$ cat src/rtl/rtc_aux_pkg.sv
/*
  shared constants and types of the clock-chip auxiliary logic: register
  addresses, bit positions, reset values, divider figures and carriers.
  assumes a single 25 mhz system clock and a 32.768 khz oscillator pin.
*/
package rtc_aux_pkg;
  // system and oscillator rates
  localparam int SYS_CLK_HZ = 25000000;
  localparam int OSC_HZ = 32768;
  localparam int DIV_W = 15;
  localparam int SECONDS_PER_MINUTE = 60;
  localparam int BATT_CHECK_SECONDS = 86400;

  // register addresses as seen by the serial front end
  localparam logic [7:0] ADDR_OUTPUT_CTRL = 8'h08;
  localparam logic [7:0] ADDR_SQW_CTRL = 8'h0a;
  localparam logic [7:0] ADDR_FLAGS = 8'h0f;
  localparam logic [7:0] ADDR_TIMER_VALUE = 8'h10;
  localparam logic [7:0] ADDR_TIMER_CTRL = 8'h11;
  localparam logic [7:0] ADDR_SQW_RATE = 8'h13;

  // bit positions inside those registers
  localparam int OUT_BIT = 7;
  localparam int SQUARE_WAVE_ENABLE_BIT = 6;
  localparam int FLAG_WDF_BIT = 7;
  localparam int FLAG_AF1_BIT = 6;
  localparam int FLAG_AF2_BIT = 5;
  localparam int FLAG_BL_BIT = 4;
  localparam int FLAG_TF_BIT = 3;
  localparam int FLAG_OF_BIT = 2;
  localparam int RATE_LSB = 4;

  // values after reset
  localparam logic OUT_RST = 1'b1;
  localparam logic SQUARE_WAVE_ENABLE_RST = 1'b1;
  localparam logic [7:0] TIMER_CTRL_RST = 8'h03;
  localparam logic [3:0] RATE_RST = 4'h1;
  localparam logic [7:0] TIMER_VALUE_RST = 8'h00;
  localparam logic [1:0] CENTURY_RST = 2'h0;

  // timer source clock codes
  localparam logic [1:0] TSRC_4096HZ = 2'h0;
  localparam logic [1:0] TSRC_64HZ = 2'h1;
  localparam logic [1:0] TSRC_1HZ = 2'h2;
  localparam logic [1:0] TSRC_60S = 2'h3;

  // pulse-mode low times as rates in hz, then in oscillator ticks
  localparam int PULSE_HZ_FAST_N1 = 8192;
  localparam int PULSE_HZ_FAST = 4096;
  localparam int PULSE_HZ_MID_N1 = 128;
  localparam int PULSE_HZ_SLOW = 64;
  localparam int PW_W = 10;
  localparam logic [PW_W-1:0] PW_FAST_N1 = PW_W'(OSC_HZ / PULSE_HZ_FAST_N1);
  localparam logic [PW_W-1:0] PW_FAST = PW_W'(OSC_HZ / PULSE_HZ_FAST);
  localparam logic [PW_W-1:0] PW_MID_N1 = PW_W'(OSC_HZ / PULSE_HZ_MID_N1);
  localparam logic [PW_W-1:0] PW_SLOW = PW_W'(OSC_HZ / PULSE_HZ_SLOW);

  // timer control register layout
  typedef struct packed {
    logic run_en;
    logic pulse_sel;
    logic irq_en;
    logic [2:0] unused;
    logic [1:0] clk_sel;
  } timer_ctrl_t;

  // one-cycle ticks of the four timer sources
  typedef struct packed {
    logic tick_4096;
    logic tick_64;
    logic tick_1;
    logic tick_60s;
  } src_ticks_t;

  // flags kept by the alarm, watchdog and oscillator-check logic
  typedef struct packed {
    logic wdf;
    logic af1;
    logic af2;
    logic osc_fail;
  } ext_flags_t;

  // battery check sequencer
  typedef enum logic [1:0] {
    BAT_OFF = 2'b00,
    BAT_SAMPLE = 2'b01,
    BAT_WAIT = 2'b11
  } bat_state_t;
endpackage

$ cat src/rtl/osc_divider.sv
/*
  oscillator divider chain: synchronises the 32.768 khz pin, counts its
  rising edges and derives the four timer source ticks.
  assumes the oscillator is far slower than sys_clk.
*/
`timescale 1ns/1ps
module osc_divider
  import rtc_aux_pkg::*;
(
  // clock and reset
  input wire logic sys_clk,
  input wire logic resetn,
  // oscillator pin
  input wire logic osc_32k,
  // divided outputs
  output logic osc_level,
  output logic osc_tick,
  output logic [DIV_W-1:0] div_cnt,
  output src_ticks_t ticks
);
  logic osc_meta_r; // first synchroniser stage
  logic osc_sync_r; // second synchroniser stage
  logic osc_prev_r; // for edge detection
  logic [DIV_W-1:0] div_r; // ripple-free binary divider
  logic [5:0] sec_cnt_r; // seconds toward one minute
  logic edge_w;

  // two-stage synchroniser, then an edge detector on the settled level
  always_ff @(posedge sys_clk) begin
    if (!resetn) begin
      osc_meta_r <= 1'b0;
      osc_sync_r <= 1'b0;
      osc_prev_r <= 1'b0;
    end else begin
      osc_meta_r <= osc_32k;
      osc_sync_r <= osc_meta_r;
      osc_prev_r <= osc_sync_r;
    end
  end

  assign edge_w = osc_sync_r & ~osc_prev_r;

  // divider count advances once per oscillator period
  always_ff @(posedge sys_clk) begin
    if (!resetn) begin
      div_r <= '0;
    end else if (edge_w) begin
      div_r <= div_r + 1'b1;
    end
  end

  // minute prescaler counts the 1 hz ticks
  always_ff @(posedge sys_clk) begin
    if (!resetn) begin
      sec_cnt_r <= '0;
    end else if (edge_w && (&div_r)) begin
      if (sec_cnt_r == 6'(SECONDS_PER_MINUTE - 1)) begin
        sec_cnt_r <= '0;
      end else begin
        sec_cnt_r <= sec_cnt_r + 1'b1;
      end
    end
  end

  assign osc_level = osc_sync_r;
  assign osc_tick = edge_w;
  assign div_cnt = div_r;
  // each source fires when its slice of the divider wraps
  assign ticks.tick_4096 = edge_w & (&div_r[2:0]);
  assign ticks.tick_64 = edge_w & (&div_r[8:0]);
  assign ticks.tick_1 = edge_w & (&div_r);
  assign ticks.tick_60s = edge_w & (&div_r) & (sec_cnt_r == 6'(SECONDS_PER_MINUTE - 1));
endmodule

$ cat src/rtl/rtc_aux_timer.sv
/*
  auxiliary logic of a serial-bus clock chip: countdown timer with flag and
  level or pulse interrupt, combined open-drain interrupt/output pin,
  square-wave generator, battery-low check and century counter.
  assumes a serial front end that decodes bus cycles into one-cycle
  register strobes on sys_clk, and alarm/watchdog/oscillator logic elsewhere.
*/
`timescale 1ns/1ps
// Summary of operation
// - level mode: flag and enable assert pin
// - pulse mode: timed pulses, width per source
// - other sources keep pin low in pulse mode
// - pulses stop only when enables cleared
// - flag and pin activate together
// - expiry sets flag, reloads, keeps counting
// - reading flags register clears timer flag
// - level interrupt released by flag/enable clear
// - load value zero stops timer
// - runs only when enabled; cleared at power-down
// - two-bit field selects timer source clock
// - period equals load over source rate
// - value write keeps flag and interrupt
// - rate field picks square-wave frequency
// - square wave only while its enable set
// - supply loss disables square wave
// - battery tested at power-up and daily
// - battery-low flag held until passing test
// - battery tested only on main supply
// - century counter and leap-year rule
// - no sources enabled: pin follows static bit
// - timer controls live at 11h
// - timer flag at bit 3 of flags
// - pulse select picks pulse or level
module rtc_aux_timer
  import rtc_aux_pkg::*;
#(
  parameter int BATT_CHECK_S = BATT_CHECK_SECONDS
) (
  // clock and reset
  input wire logic sys_clk,
  input wire logic resetn,
  // register strobes from the serial front end
  input wire logic reg_wr,
  input wire logic reg_rd,
  input wire logic [7:0] reg_addr,
  input wire logic [7:0] reg_wdata,
  output logic [7:0] reg_rdata,
  output logic flags_read,
  // oscillator and supply pins
  input wire logic osc_32k,
  input wire logic vcc_nominal,
  input wire logic battery_ok,
  // other interrupt sources and their enables
  input ext_flags_t ext_flags,
  input wire logic alarm1_irq_active,
  input wire logic watchdog_irq_active,
  input wire logic osc_fail_irq_active,
  input wire logic alarm1_irq_enable,
  input wire logic osc_fail_irq_enable,
  input wire logic watchdog_armed,
  // calendar hooks
  input wire logic century_rollover,
  input wire logic [7:0] year_bcd,
  output logic [1:0] century_count,
  output logic leap_year,
  // pins
  output logic irq_pin_combined_o,
  output logic irq_pin_combined_oe,
  output logic square_wave_pin
);
  logic osc_level; // synchronised oscillator level
  logic osc_tick; // one cycle per oscillator period
  logic [DIV_W-1:0] div_cnt; // divider chain value
  src_ticks_t ticks; // timer source ticks
  timer_ctrl_t ctrl_r; // timer control register
  logic [7:0] reload_r; // loaded value n
  logic [7:0] count_r; // running countdown
  logic timer_expired_flag_r; // sticky timer flag
  logic battery_low_flag_r; // battery-low flag
  logic out_bit_r; // static level of the pin
  logic square_wave_enable_r; // square-wave enable
  logic [3:0] square_rate_select_r; // square-wave rate code
  logic [PW_W-1:0] pulse_cnt_r; // remaining pulse low time
  logic square_r; // registered square-wave pin
  logic [1:0] century_count_r; // century counter
  logic leap_r; // registered leap-year answer
  logic [7:0] rdata_r; // read data
  logic vcc_meta_r, vcc_s, vcc_prev_r; // supply sense synchroniser
  logic bat_meta_r, bat_s; // battery comparator synchroniser
  bat_state_t bat_state_r;
  logic [16:0] day_cnt_r; // seconds since last battery check
  logic src_tick, expire, rd_flags, wr_value, wr_ctrl;
  logic pulse_run, timer_level_irq, timer_pulse_irq, static_low, any_src_en;
  logic irq_low;

  osc_divider u_div (
    .sys_clk(sys_clk),
    .resetn(resetn),
    .osc_32k(osc_32k),
    .osc_level(osc_level),
    .osc_tick(osc_tick),
    .div_cnt(div_cnt),
    .ticks(ticks)
  );

  // picks the tick of the selected source clock
  function automatic logic pick_tick(input src_ticks_t t, input logic [1:0] sel);
    case (sel)
      TSRC_4096HZ: pick_tick = t.tick_4096;
      TSRC_64HZ: pick_tick = t.tick_64;
      TSRC_1HZ: pick_tick = t.tick_1;
      default: pick_tick = t.tick_60s;
    endcase
  endfunction

  // pulse low time in oscillator ticks, shorter for a load of one on the 4096 hz and 64 hz sources
  function automatic logic [PW_W-1:0] pulse_width(input logic [1:0] sel, input logic n_is_one);
    case (sel)
      TSRC_4096HZ: pulse_width = n_is_one ? PW_FAST_N1 : PW_FAST;
      TSRC_64HZ: pulse_width = n_is_one ? PW_MID_N1 : PW_SLOW;
      default: pulse_width = PW_SLOW;
    endcase
  endfunction

  // year in bcd divisible by four
  function automatic logic bcd_div4(input logic [7:0] y);
    if (y[4]) begin
      bcd_div4 = (y[3:0] == 4'h2) || (y[3:0] == 4'h6);
    end else begin
      bcd_div4 = (y[3:0] == 4'h0) || (y[3:0] == 4'h4) || (y[3:0] == 4'h8);
    end
  endfunction

  // supply and battery pins come from outside: two stages before use
  always_ff @(posedge sys_clk) begin
    if (!resetn) begin
      vcc_meta_r <= 1'b0;
      vcc_s <= 1'b0;
      vcc_prev_r <= 1'b0;
      bat_meta_r <= 1'b0;
      bat_s <= 1'b0;
    end else begin
      vcc_meta_r <= vcc_nominal;
      vcc_s <= vcc_meta_r;
      vcc_prev_r <= vcc_s;
      bat_meta_r <= battery_ok;
      bat_s <= bat_meta_r;
    end
  end

  assign rd_flags = reg_rd && (reg_addr == ADDR_FLAGS);
  assign wr_value = reg_wr && (reg_addr == ADDR_TIMER_VALUE);
  assign wr_ctrl = reg_wr && (reg_addr == ADDR_TIMER_CTRL);
  assign flags_read = rd_flags;
  // a zero load value or a cleared run bit freezes the count
  assign src_tick = pick_tick(ticks, ctrl_r.clk_sel);
  assign expire = src_tick && ctrl_r.run_en && (reload_r != 8'h00) && (count_r <= 8'h01);

  // timer control; a supply loss wins over a host write
  always_ff @(posedge sys_clk) begin
    if (!resetn) begin
      ctrl_r <= timer_ctrl_t'(TIMER_CTRL_RST);
    end else if (vcc_prev_r && !vcc_s) begin
      ctrl_r.run_en <= 1'b0;
    end else if (wr_ctrl) begin
      ctrl_r <= timer_ctrl_t'({reg_wdata[7:5], 3'h0, reg_wdata[1:0]});
    end
  end

  // countdown: n source ticks per period, then auto reload
  always_ff @(posedge sys_clk) begin
    if (!resetn) begin
      reload_r <= TIMER_VALUE_RST;
      count_r <= TIMER_VALUE_RST;
    end else if (wr_value) begin
      reload_r <= reg_wdata;
      count_r <= reg_wdata;
    end else if (expire) begin
      count_r <= reload_r;
    end else if (src_tick && ctrl_r.run_en && (reload_r != 8'h00)) begin
      count_r <= count_r - 8'h01;
    end
  end

  // timer flag: expiry in the read cycle still sets it
  always_ff @(posedge sys_clk) begin
    if (!resetn) begin
      timer_expired_flag_r <= 1'b0;
    end else if (expire) begin
      timer_expired_flag_r <= 1'b1;
    end else if (rd_flags) begin
      timer_expired_flag_r <= 1'b0;
    end
  end

  // pulse generator; it ignores the flag, so clearing it does not stop pulses
  assign pulse_run = ctrl_r.run_en && ctrl_r.irq_en && ctrl_r.pulse_sel;
  always_ff @(posedge sys_clk) begin
    if (!resetn) begin
      pulse_cnt_r <= '0;
    end else if (!pulse_run) begin
      pulse_cnt_r <= '0;
    end else if (expire) begin
      pulse_cnt_r <= pulse_width(ctrl_r.clk_sel, reload_r == 8'h01);
    end else if (osc_tick && (pulse_cnt_r != '0)) begin
      pulse_cnt_r <= pulse_cnt_r - 1'b1;
    end
  end

  // static output, square-wave enable and rate registers
  always_ff @(posedge sys_clk) begin
    if (!resetn) begin
      out_bit_r <= OUT_RST;
    end else if (reg_wr && (reg_addr == ADDR_OUTPUT_CTRL)) begin
      out_bit_r <= reg_wdata[OUT_BIT];
    end
  end

  always_ff @(posedge sys_clk) begin
    if (!resetn) begin
      square_wave_enable_r <= SQUARE_WAVE_ENABLE_RST;
      square_rate_select_r <= RATE_RST;
    end else if (reg_wr && (reg_addr == ADDR_SQW_CTRL)) begin
      square_wave_enable_r <= reg_wdata[SQUARE_WAVE_ENABLE_BIT];
    end else if (reg_wr && (reg_addr == ADDR_SQW_RATE)) begin
      square_rate_select_r <= reg_wdata[RATE_LSB +: 4];
    end
  end

  // code 1 is the oscillator itself; code k>1 is 32768 >> k
  always_ff @(posedge sys_clk) begin
    if (!resetn) begin
      square_r <= 1'b0;
    end else if (!square_wave_enable_r || !vcc_s) begin
      square_r <= 1'b0;
    end else begin
      case (square_rate_select_r)
        4'h0: square_r <= 1'b0;
        4'h1: square_r <= osc_level;
        default: square_r <= div_cnt[square_rate_select_r - 4'h1];
      endcase
    end
  end

  // battery check sequencer, idle while on back-up
  always_ff @(posedge sys_clk) begin
    if (!resetn) begin
      bat_state_r <= BAT_OFF;
      day_cnt_r <= '0;
      battery_low_flag_r <= 1'b0;
    end else begin
      case (bat_state_r)
        BAT_OFF: begin
          day_cnt_r <= '0;
          if (vcc_s) begin
            bat_state_r <= BAT_SAMPLE;
          end
        end
        BAT_SAMPLE: begin
          battery_low_flag_r <= !bat_s;
          day_cnt_r <= '0;
          bat_state_r <= vcc_s ? BAT_WAIT : BAT_OFF;
        end
        BAT_WAIT: begin
          if (!vcc_s) begin
            bat_state_r <= BAT_OFF;
          end else if (ticks.tick_1) begin
            if (day_cnt_r == 17'(BATT_CHECK_S - 1)) begin
              bat_state_r <= BAT_SAMPLE;
            end else begin
              day_cnt_r <= day_cnt_r + 17'h00001;
            end
          end
        end
        default: bat_state_r <= BAT_OFF;
      endcase
    end
  end

  // century counter wraps in binary; leap answer registered
  always_ff @(posedge sys_clk) begin
    if (!resetn) begin
      century_count_r <= CENTURY_RST;
      leap_r <= 1'b0;
    end else begin
      if (century_rollover) begin
        century_count_r <= century_count_r + 2'h1;
      end
      leap_r <= bcd_div4(year_bcd) && ((year_bcd != 8'h00) || (century_count_r == 2'h0));
    end
  end

  // read data, captured on the read strobe, unmapped reads give zero
  always_ff @(posedge sys_clk) begin
    if (!resetn) begin
      rdata_r <= 8'h00;
    end else if (reg_rd) begin
      case (reg_addr)
        ADDR_OUTPUT_CTRL: rdata_r <= {out_bit_r, 7'h00};
        ADDR_SQW_CTRL: rdata_r <= {1'b0, square_wave_enable_r, 6'h00};
        ADDR_FLAGS: rdata_r <= {ext_flags.wdf, ext_flags.af1, ext_flags.af2, battery_low_flag_r,
                                timer_expired_flag_r, ext_flags.osc_fail, 2'h0};
        ADDR_TIMER_VALUE: rdata_r <= count_r;
        ADDR_TIMER_CTRL: rdata_r <= ctrl_r;
        ADDR_SQW_RATE: rdata_r <= {square_rate_select_r, 4'h0};
        default: rdata_r <= 8'h00;
      endcase
    end
  end

  // combined pin: any active source pulls the open-drain line low
  assign timer_level_irq = timer_expired_flag_r && ctrl_r.irq_en && !ctrl_r.pulse_sel;
  assign timer_pulse_irq = pulse_run && (pulse_cnt_r != '0);
  assign any_src_en = osc_fail_irq_enable || alarm1_irq_enable || watchdog_armed;
  assign static_low = !any_src_en && !out_bit_r;
  assign irq_low = timer_level_irq || timer_pulse_irq || alarm1_irq_active || watchdog_irq_active
                   || osc_fail_irq_active || static_low;
  assign irq_pin_combined_o = 1'b0;
  assign irq_pin_combined_oe = irq_low;
  assign square_wave_pin = square_r;
  assign century_count = century_count_r;
  assign leap_year = leap_r;
  assign reg_rdata = rdata_r;

  property p_level_irq;
    @(posedge sys_clk) disable iff (!resetn)
    (timer_expired_flag_r && ctrl_r.irq_en && !ctrl_r.pulse_sel) |-> irq_pin_combined_oe;
  endproperty
  a_level_irq: assert property (p_level_irq) else $error("level timer irq not driven");

  property p_pulse_stop;
    @(posedge sys_clk) disable iff (!resetn)
    !(ctrl_r.run_en && ctrl_r.irq_en && ctrl_r.pulse_sel) |=> (pulse_cnt_r == '0);
  endproperty
  a_pulse_stop: assert property (p_pulse_stop) else $error("pulse kept after enables cleared");

  property p_flag_pin_together;
    @(posedge sys_clk) disable iff (!resetn)
    (expire && ctrl_r.irq_en && !wr_ctrl && !(vcc_prev_r && !vcc_s)) |=> (timer_expired_flag_r && irq_pin_combined_oe);
  endproperty
  a_flag_pin_together: assert property (p_flag_pin_together) else $error("flag and pin not together");

  property p_reload;
    @(posedge sys_clk) disable iff (!resetn)
    (expire && !wr_value) |=> (count_r == $past(reload_r));
  endproperty
  a_reload: assert property (p_reload) else $error("no reload at expiry");

  property p_read_clears;
    @(posedge sys_clk) disable iff (!resetn)
    (rd_flags && !expire) |=> !timer_expired_flag_r;
  endproperty
  a_read_clears: assert property (p_read_clears) else $error("flag read did not clear flag");

  property p_zero_stops;
    @(posedge sys_clk) disable iff (!resetn)
    ((reload_r == 8'h00 || !ctrl_r.run_en) && !wr_value) |=> ($stable(count_r) && !$past(expire));
  endproperty
  a_zero_stops: assert property (p_zero_stops) else $error("stopped timer moved");

  property p_write_keeps_flag;
    @(posedge sys_clk) disable iff (!resetn)
    (wr_value && !rd_flags && !expire) |=> (timer_expired_flag_r == $past(timer_expired_flag_r));
  endproperty
  a_write_keeps_flag: assert property (p_write_keeps_flag) else $error("value write changed flag");

  property p_sqw_off;
    @(posedge sys_clk) disable iff (!resetn)
    (!square_wave_enable_r || !vcc_s) |=> !square_wave_pin;
  endproperty
  a_sqw_off: assert property (p_sqw_off) else $error("square wave while disabled");

  property p_static_out;
    @(posedge sys_clk) disable iff (!resetn)
    (!osc_fail_irq_enable && !alarm1_irq_enable && !watchdog_armed && !out_bit_r) |-> irq_pin_combined_oe;
  endproperty
  a_static_out: assert property (p_static_out) else $error("static low level not driven");

  property p_power_down;
    @(posedge sys_clk) disable iff (!resetn)
    (vcc_prev_r && !vcc_s) |=> !ctrl_r.run_en;
  endproperty
  a_power_down: assert property (p_power_down) else $error("run enable kept at power-down");
endmodule

$ cat config.mk
export PLATFORM = sky130hd
export DESIGN_NAME = rtc_aux_timer
export DESIGN_NICKNAME = d
export VERILOG_FILES = /design/src/rtl/rtc_aux_pkg.sv /design/src/rtl/osc_divider.sv /design/src/rtl/rtc_aux_timer.sv
export SDC_FILE = /design/constraint.sdc
export NUM_CORES = 1
export LEC_CHECK = 0
export ABC_CLOCK_PERIOD_IN_PS = 2400
export BUFFER_PORTS_ARGS = -buffer_cell sky130_fd_sc_hd__buf_2
export CORE_ASPECT_RATIO = 1.2
export CORE_MARGIN = 2
export CORE_UTILIZATION = 40
export CTS_BUF_LIST = sky130_fd_sc_hd__clkbuf_4 sky130_fd_sc_hd__clkbuf_8
export DETAILED_ROUTE_END_ITERATION = 10
export PLACE_DENSITY = 0.62
export SYNTH_ARGS = -nofsm -noshare
export SYNTH_HDL_FRONTEND = slang
export SYNTH_SLANG_ARGS = --single-unit
$ cat constraint.sdc
create_clock -name sys_clk -period 2.4 [get_ports sys_clk]
set_input_delay 0.48 -clock sys_clk [delete_from_list [all_inputs] [get_ports sys_clk]]
set_output_delay 0.48 -clock sys_clk [all_outputs]
set_load 0.005 [all_outputs]
==> key figures <==
Power
  • Sequential share of power: 54.4%
  • Power Density: 508.5 nW/um^2
  • P_sw: 0.7301 mW
  • Combinational fraction of design power: 5.0%
  • Leakage power: 2.327 nW
  • Clk pwr share: 40.6%
  • Peak VDD IR: 265.3 uV
  • P_int: 2.329 mW
  • Sw Ratio: 23.87%

Timing
  • Max Clock Skew: 22.95 ps
  • Final slew viol count: 0
  • Fin crit share: 93.73%
  • Endpoints failing hold: 0
  • Final min period: 2249 ps
  • Slew Limit Headroom: 54.09%
  • TNS Setup: 0 ps
  • RSZ-0062 raised after global routing: false
  • Pin slew with the least headroom to its limit: 687.8 ps
  • Final setup fails: 0
  • Max frequency: 0.4445 GHz
  • Hold WS: 240.9 ps

Floorplanning
  • Top Ports: 57
  • Core area: 12720 sq um
  • Die area: 14080 sq um
  • Rows: 45
  • Die width: 108.7 um
  • Initial Utilization: 41.33%
  • Die height: 129.6 um

Yosys
  • FF+latch count, synth: 99
  • Synth Flop Type: dfxtp_1
  • Number of flops mapped to enable cells by yosys: 0
  • Post-synthesis sequential area ratio: 37.69%
  • Mapped Nets: 664
  • Synth unique cells: 72
  • FFs w/ async S/R, synth: 0%
  • Cell Area, Synth: 5259 sq um
  • Syn Area/Cell: 8.621 sq um
  • Syn Inst Count: 610
  • Yosys Warn Count: 0

Detailed routing
  • DR iter-0 viols: 212
  • Detailed-route via count: 4418
  • DRT Pass-1 Iters: 4
  • Detail Route Antenna Nets: 0
  • Routed len/inst: 14.50 um
  • DR DRC count: 0
  • Routed wire length: 12090 um
  • Drt via density: 5.297

Critical path
  • Startpoint types: flop
  • CP Class: reg -> out
  • Flop2flop setup slack: 200 ps
  • Worst EP arrival: 1770 ps
  • Slowest Stage Delay on Critical Path: 390 ps
  • Critical Path Slowest Stage Cell: dfxtp_1
  • Crit end category: output port
  • Worst-path maximum fanout: 6
  • Req. time, crit path: 1920 ps
  • Crit path buf inv count: 1
  • Kind of cell adding the most delay to the critical path: simple AND/OR/NAND/NOR gates
  • Worst path cell trace: nor4_4 -> nand3_1 -> nand3_1 -> o21ai_0 -> nand2_1 -> nand2_1 -> buf_2

Layout
  • Antenna cells: 0
  • Area grow syn2layout: 14.39%
  • Register area: 1982 sq um
  • Commonest non-fill, non-tap cell in the layout: dfxtp_1
  • Share of layout cells above drive strength 1: 19.55%
  • Most frequent cells in the layout: dfxtp_1 (99), nand2_1 (67), buf_2 (55)
  • Post-Route Utilization: 47.28%
  • Final nets: 719
  • Area of the multi-input gates: 3052 sq um
  • # fillers: 1270

Clock tree
  • H-tree depth: 3
  • Root buf cell: clkbuf_8
  • Post-CTS setup buffer count: 0
  • Clk slew on worst S/H paths: 110 ps
  • CTS buffer count: 9
  • Clk sink count: 99
  • CTS resizes: 1
  • CTS tree: yes
  • Clock latency on the worst-skew pair: 390 ps
  • Cts hold-fix bufs: 0
  • CTS max path bufs: 2

Global routing
  • Antenna violations before repair: 0
  • First-pass GRT wire length: 20310 um
  • Met2 Track Usage GR: 30.88%
  • Number of global-route vias before repair: 4199
  • Largest net degree at the start of global routing: 27
  • GR Layer Usage met1: 22.98%
  • Total GRT Usage: 18.17%
  • GR peak layer: met2
  • Total gr overflow: 0
  • Met3 GRT Util: 2.767%

Worst hold path
  • Hold Crit Class: in -> reg

Status
  • Run status: completed

Placement
  • Final estimated routing congestion in global placement: 0.8735
  • Port Buf Inserts: 55
  • DP Wirelength: 9170 um

Run
  • Max_cap viols: 0
## per-layer routing
metal	wire length [um]	share of wire (%)
met1	5541	46
met2	5921	49
met3	424	3.5
met4	203	1.7
met5	0	0
## Yosys cell counts (6+ instances only)
| master | n | area share (%) |
|---|---|---|
| dfxtp_1 | 99 | 38 |
| nand2_1 | 67 | 4.8 |
| nor2_1 | 51 | 3.6 |
| nand3_1 | 35 | 3.3 |
| xnor2_1 | 31 | 5.2 |
| and2_1 | 24 | 2.9 |
| inv_1 | 24 | 1.7 |
| clkbuf_1 | 22 | 1.6 |
| a21oi_1 | 18 | 1.7 |
| a21boi_0 | 17 | 2.4 |
| nor3_1 | 16 | 1.5 |
| o21ai_0 | 16 | 1.5 |
| mux2i_1 | 15 | 2.9 |
| xor2_1 | 15 | 2.5 |
| nand4_1 | 13 | 1.5 |
| ha_1 | 12 | 2.9 |
| nor2b_1 | 11 | 1.3 |
| nor4_1 | 8 | 0.95 |
| or3_1 | 7 | 0.83 |
| a211oi_2 | 6 | 1.4 |
## kinds of logic (layout without fill, tap and decap cells)
family	count (synthesis)	in the layout	synth area share, %
AO/OA/AOI/OAI	100	100	14.06
XOR/XNOR	46	46	7.661
adder cells (fa/ha/maj)	12	12	2.855
buffers and inverters	57	117	4.925
flip-flops	99	99	37.69
multiplexers	21	21	4.854
other	1	1	0.07131
AND/OR/NAND/NOR	274	274	27.89
## worst register-to-register path, stage by stage (launching register included)
cell and delay, ps:
dfxtp_1 350, ha_1 220, nand3_1 150, nor2_1 60, ha_1 180, a211o_1 280
and4b_1 210, and3_1 200, or2_4 300, a211oi_1 170
## flip-flops by register name (all words and copies together) (netlist names), 2 cells and up
signal / flops
count_r: 8
day_cnt_r: 17
u_div.sec_cnt_r: 6
square_rate_select_r: 4
century_count: 2
reg_rdata: 8
reload_r: 8
ctrl_r: 5
u_div.div_cnt: 15
bat_state_r: 2
pulse_cnt_r: 10
## cell type report
cell class / instances / area share [%]
clock buffer: 9 / 2.059
clock inverter: 7 / 1.830
inverter: 24 / 1.498
multi-input combinational: 454 / 50.73
sequential: 99 / 32.95
tap: 164 / 3.411
timing repair buffer: 77 / 7.529
## power by group through the flow
stage | Clock [mW] | Combinational [mW] | Sequential [mW]
floorplan | 0 | 0.0841 | 1.70
global placement | 0 | 0.149 | 1.70
detailed placement | 0 | 0.153 | 1.70
CTS | 1.27 | 0.154 | 1.66
global route | 1.33 | 0.172 | 1.67
finish | 1.24 | 0.152 | 1.66
## stage by stage
stage	total power [mW]	instance area, sq um	cells	setup WS [ps]
after global placement	1.852	5748	818	173.6
final	3.059	6016	834	150.5
after floorplan	1.785	5259	610	121.6
after CTS	3.091	5988	834	90.50
after global routing	3.166	6016	834	10.63
after detailed placement	1.856	5748	818	127.5
## path summary, 6_finish.rpt
check                        start                  end  cells after the start
setup reg to reg  u_div.div_cnt[0]       pulse_cnt_r[1]                      9
hold / removal         year_bcd[0]            leap_year                      2
setup / recovery    pulse_cnt_r[2]  irq_pin_combined_oe                      7
hold reg to reg     bat_state_r[0]       bat_state_r[1]                      2
Note: power is estimated with default switching activity, not from simulation.
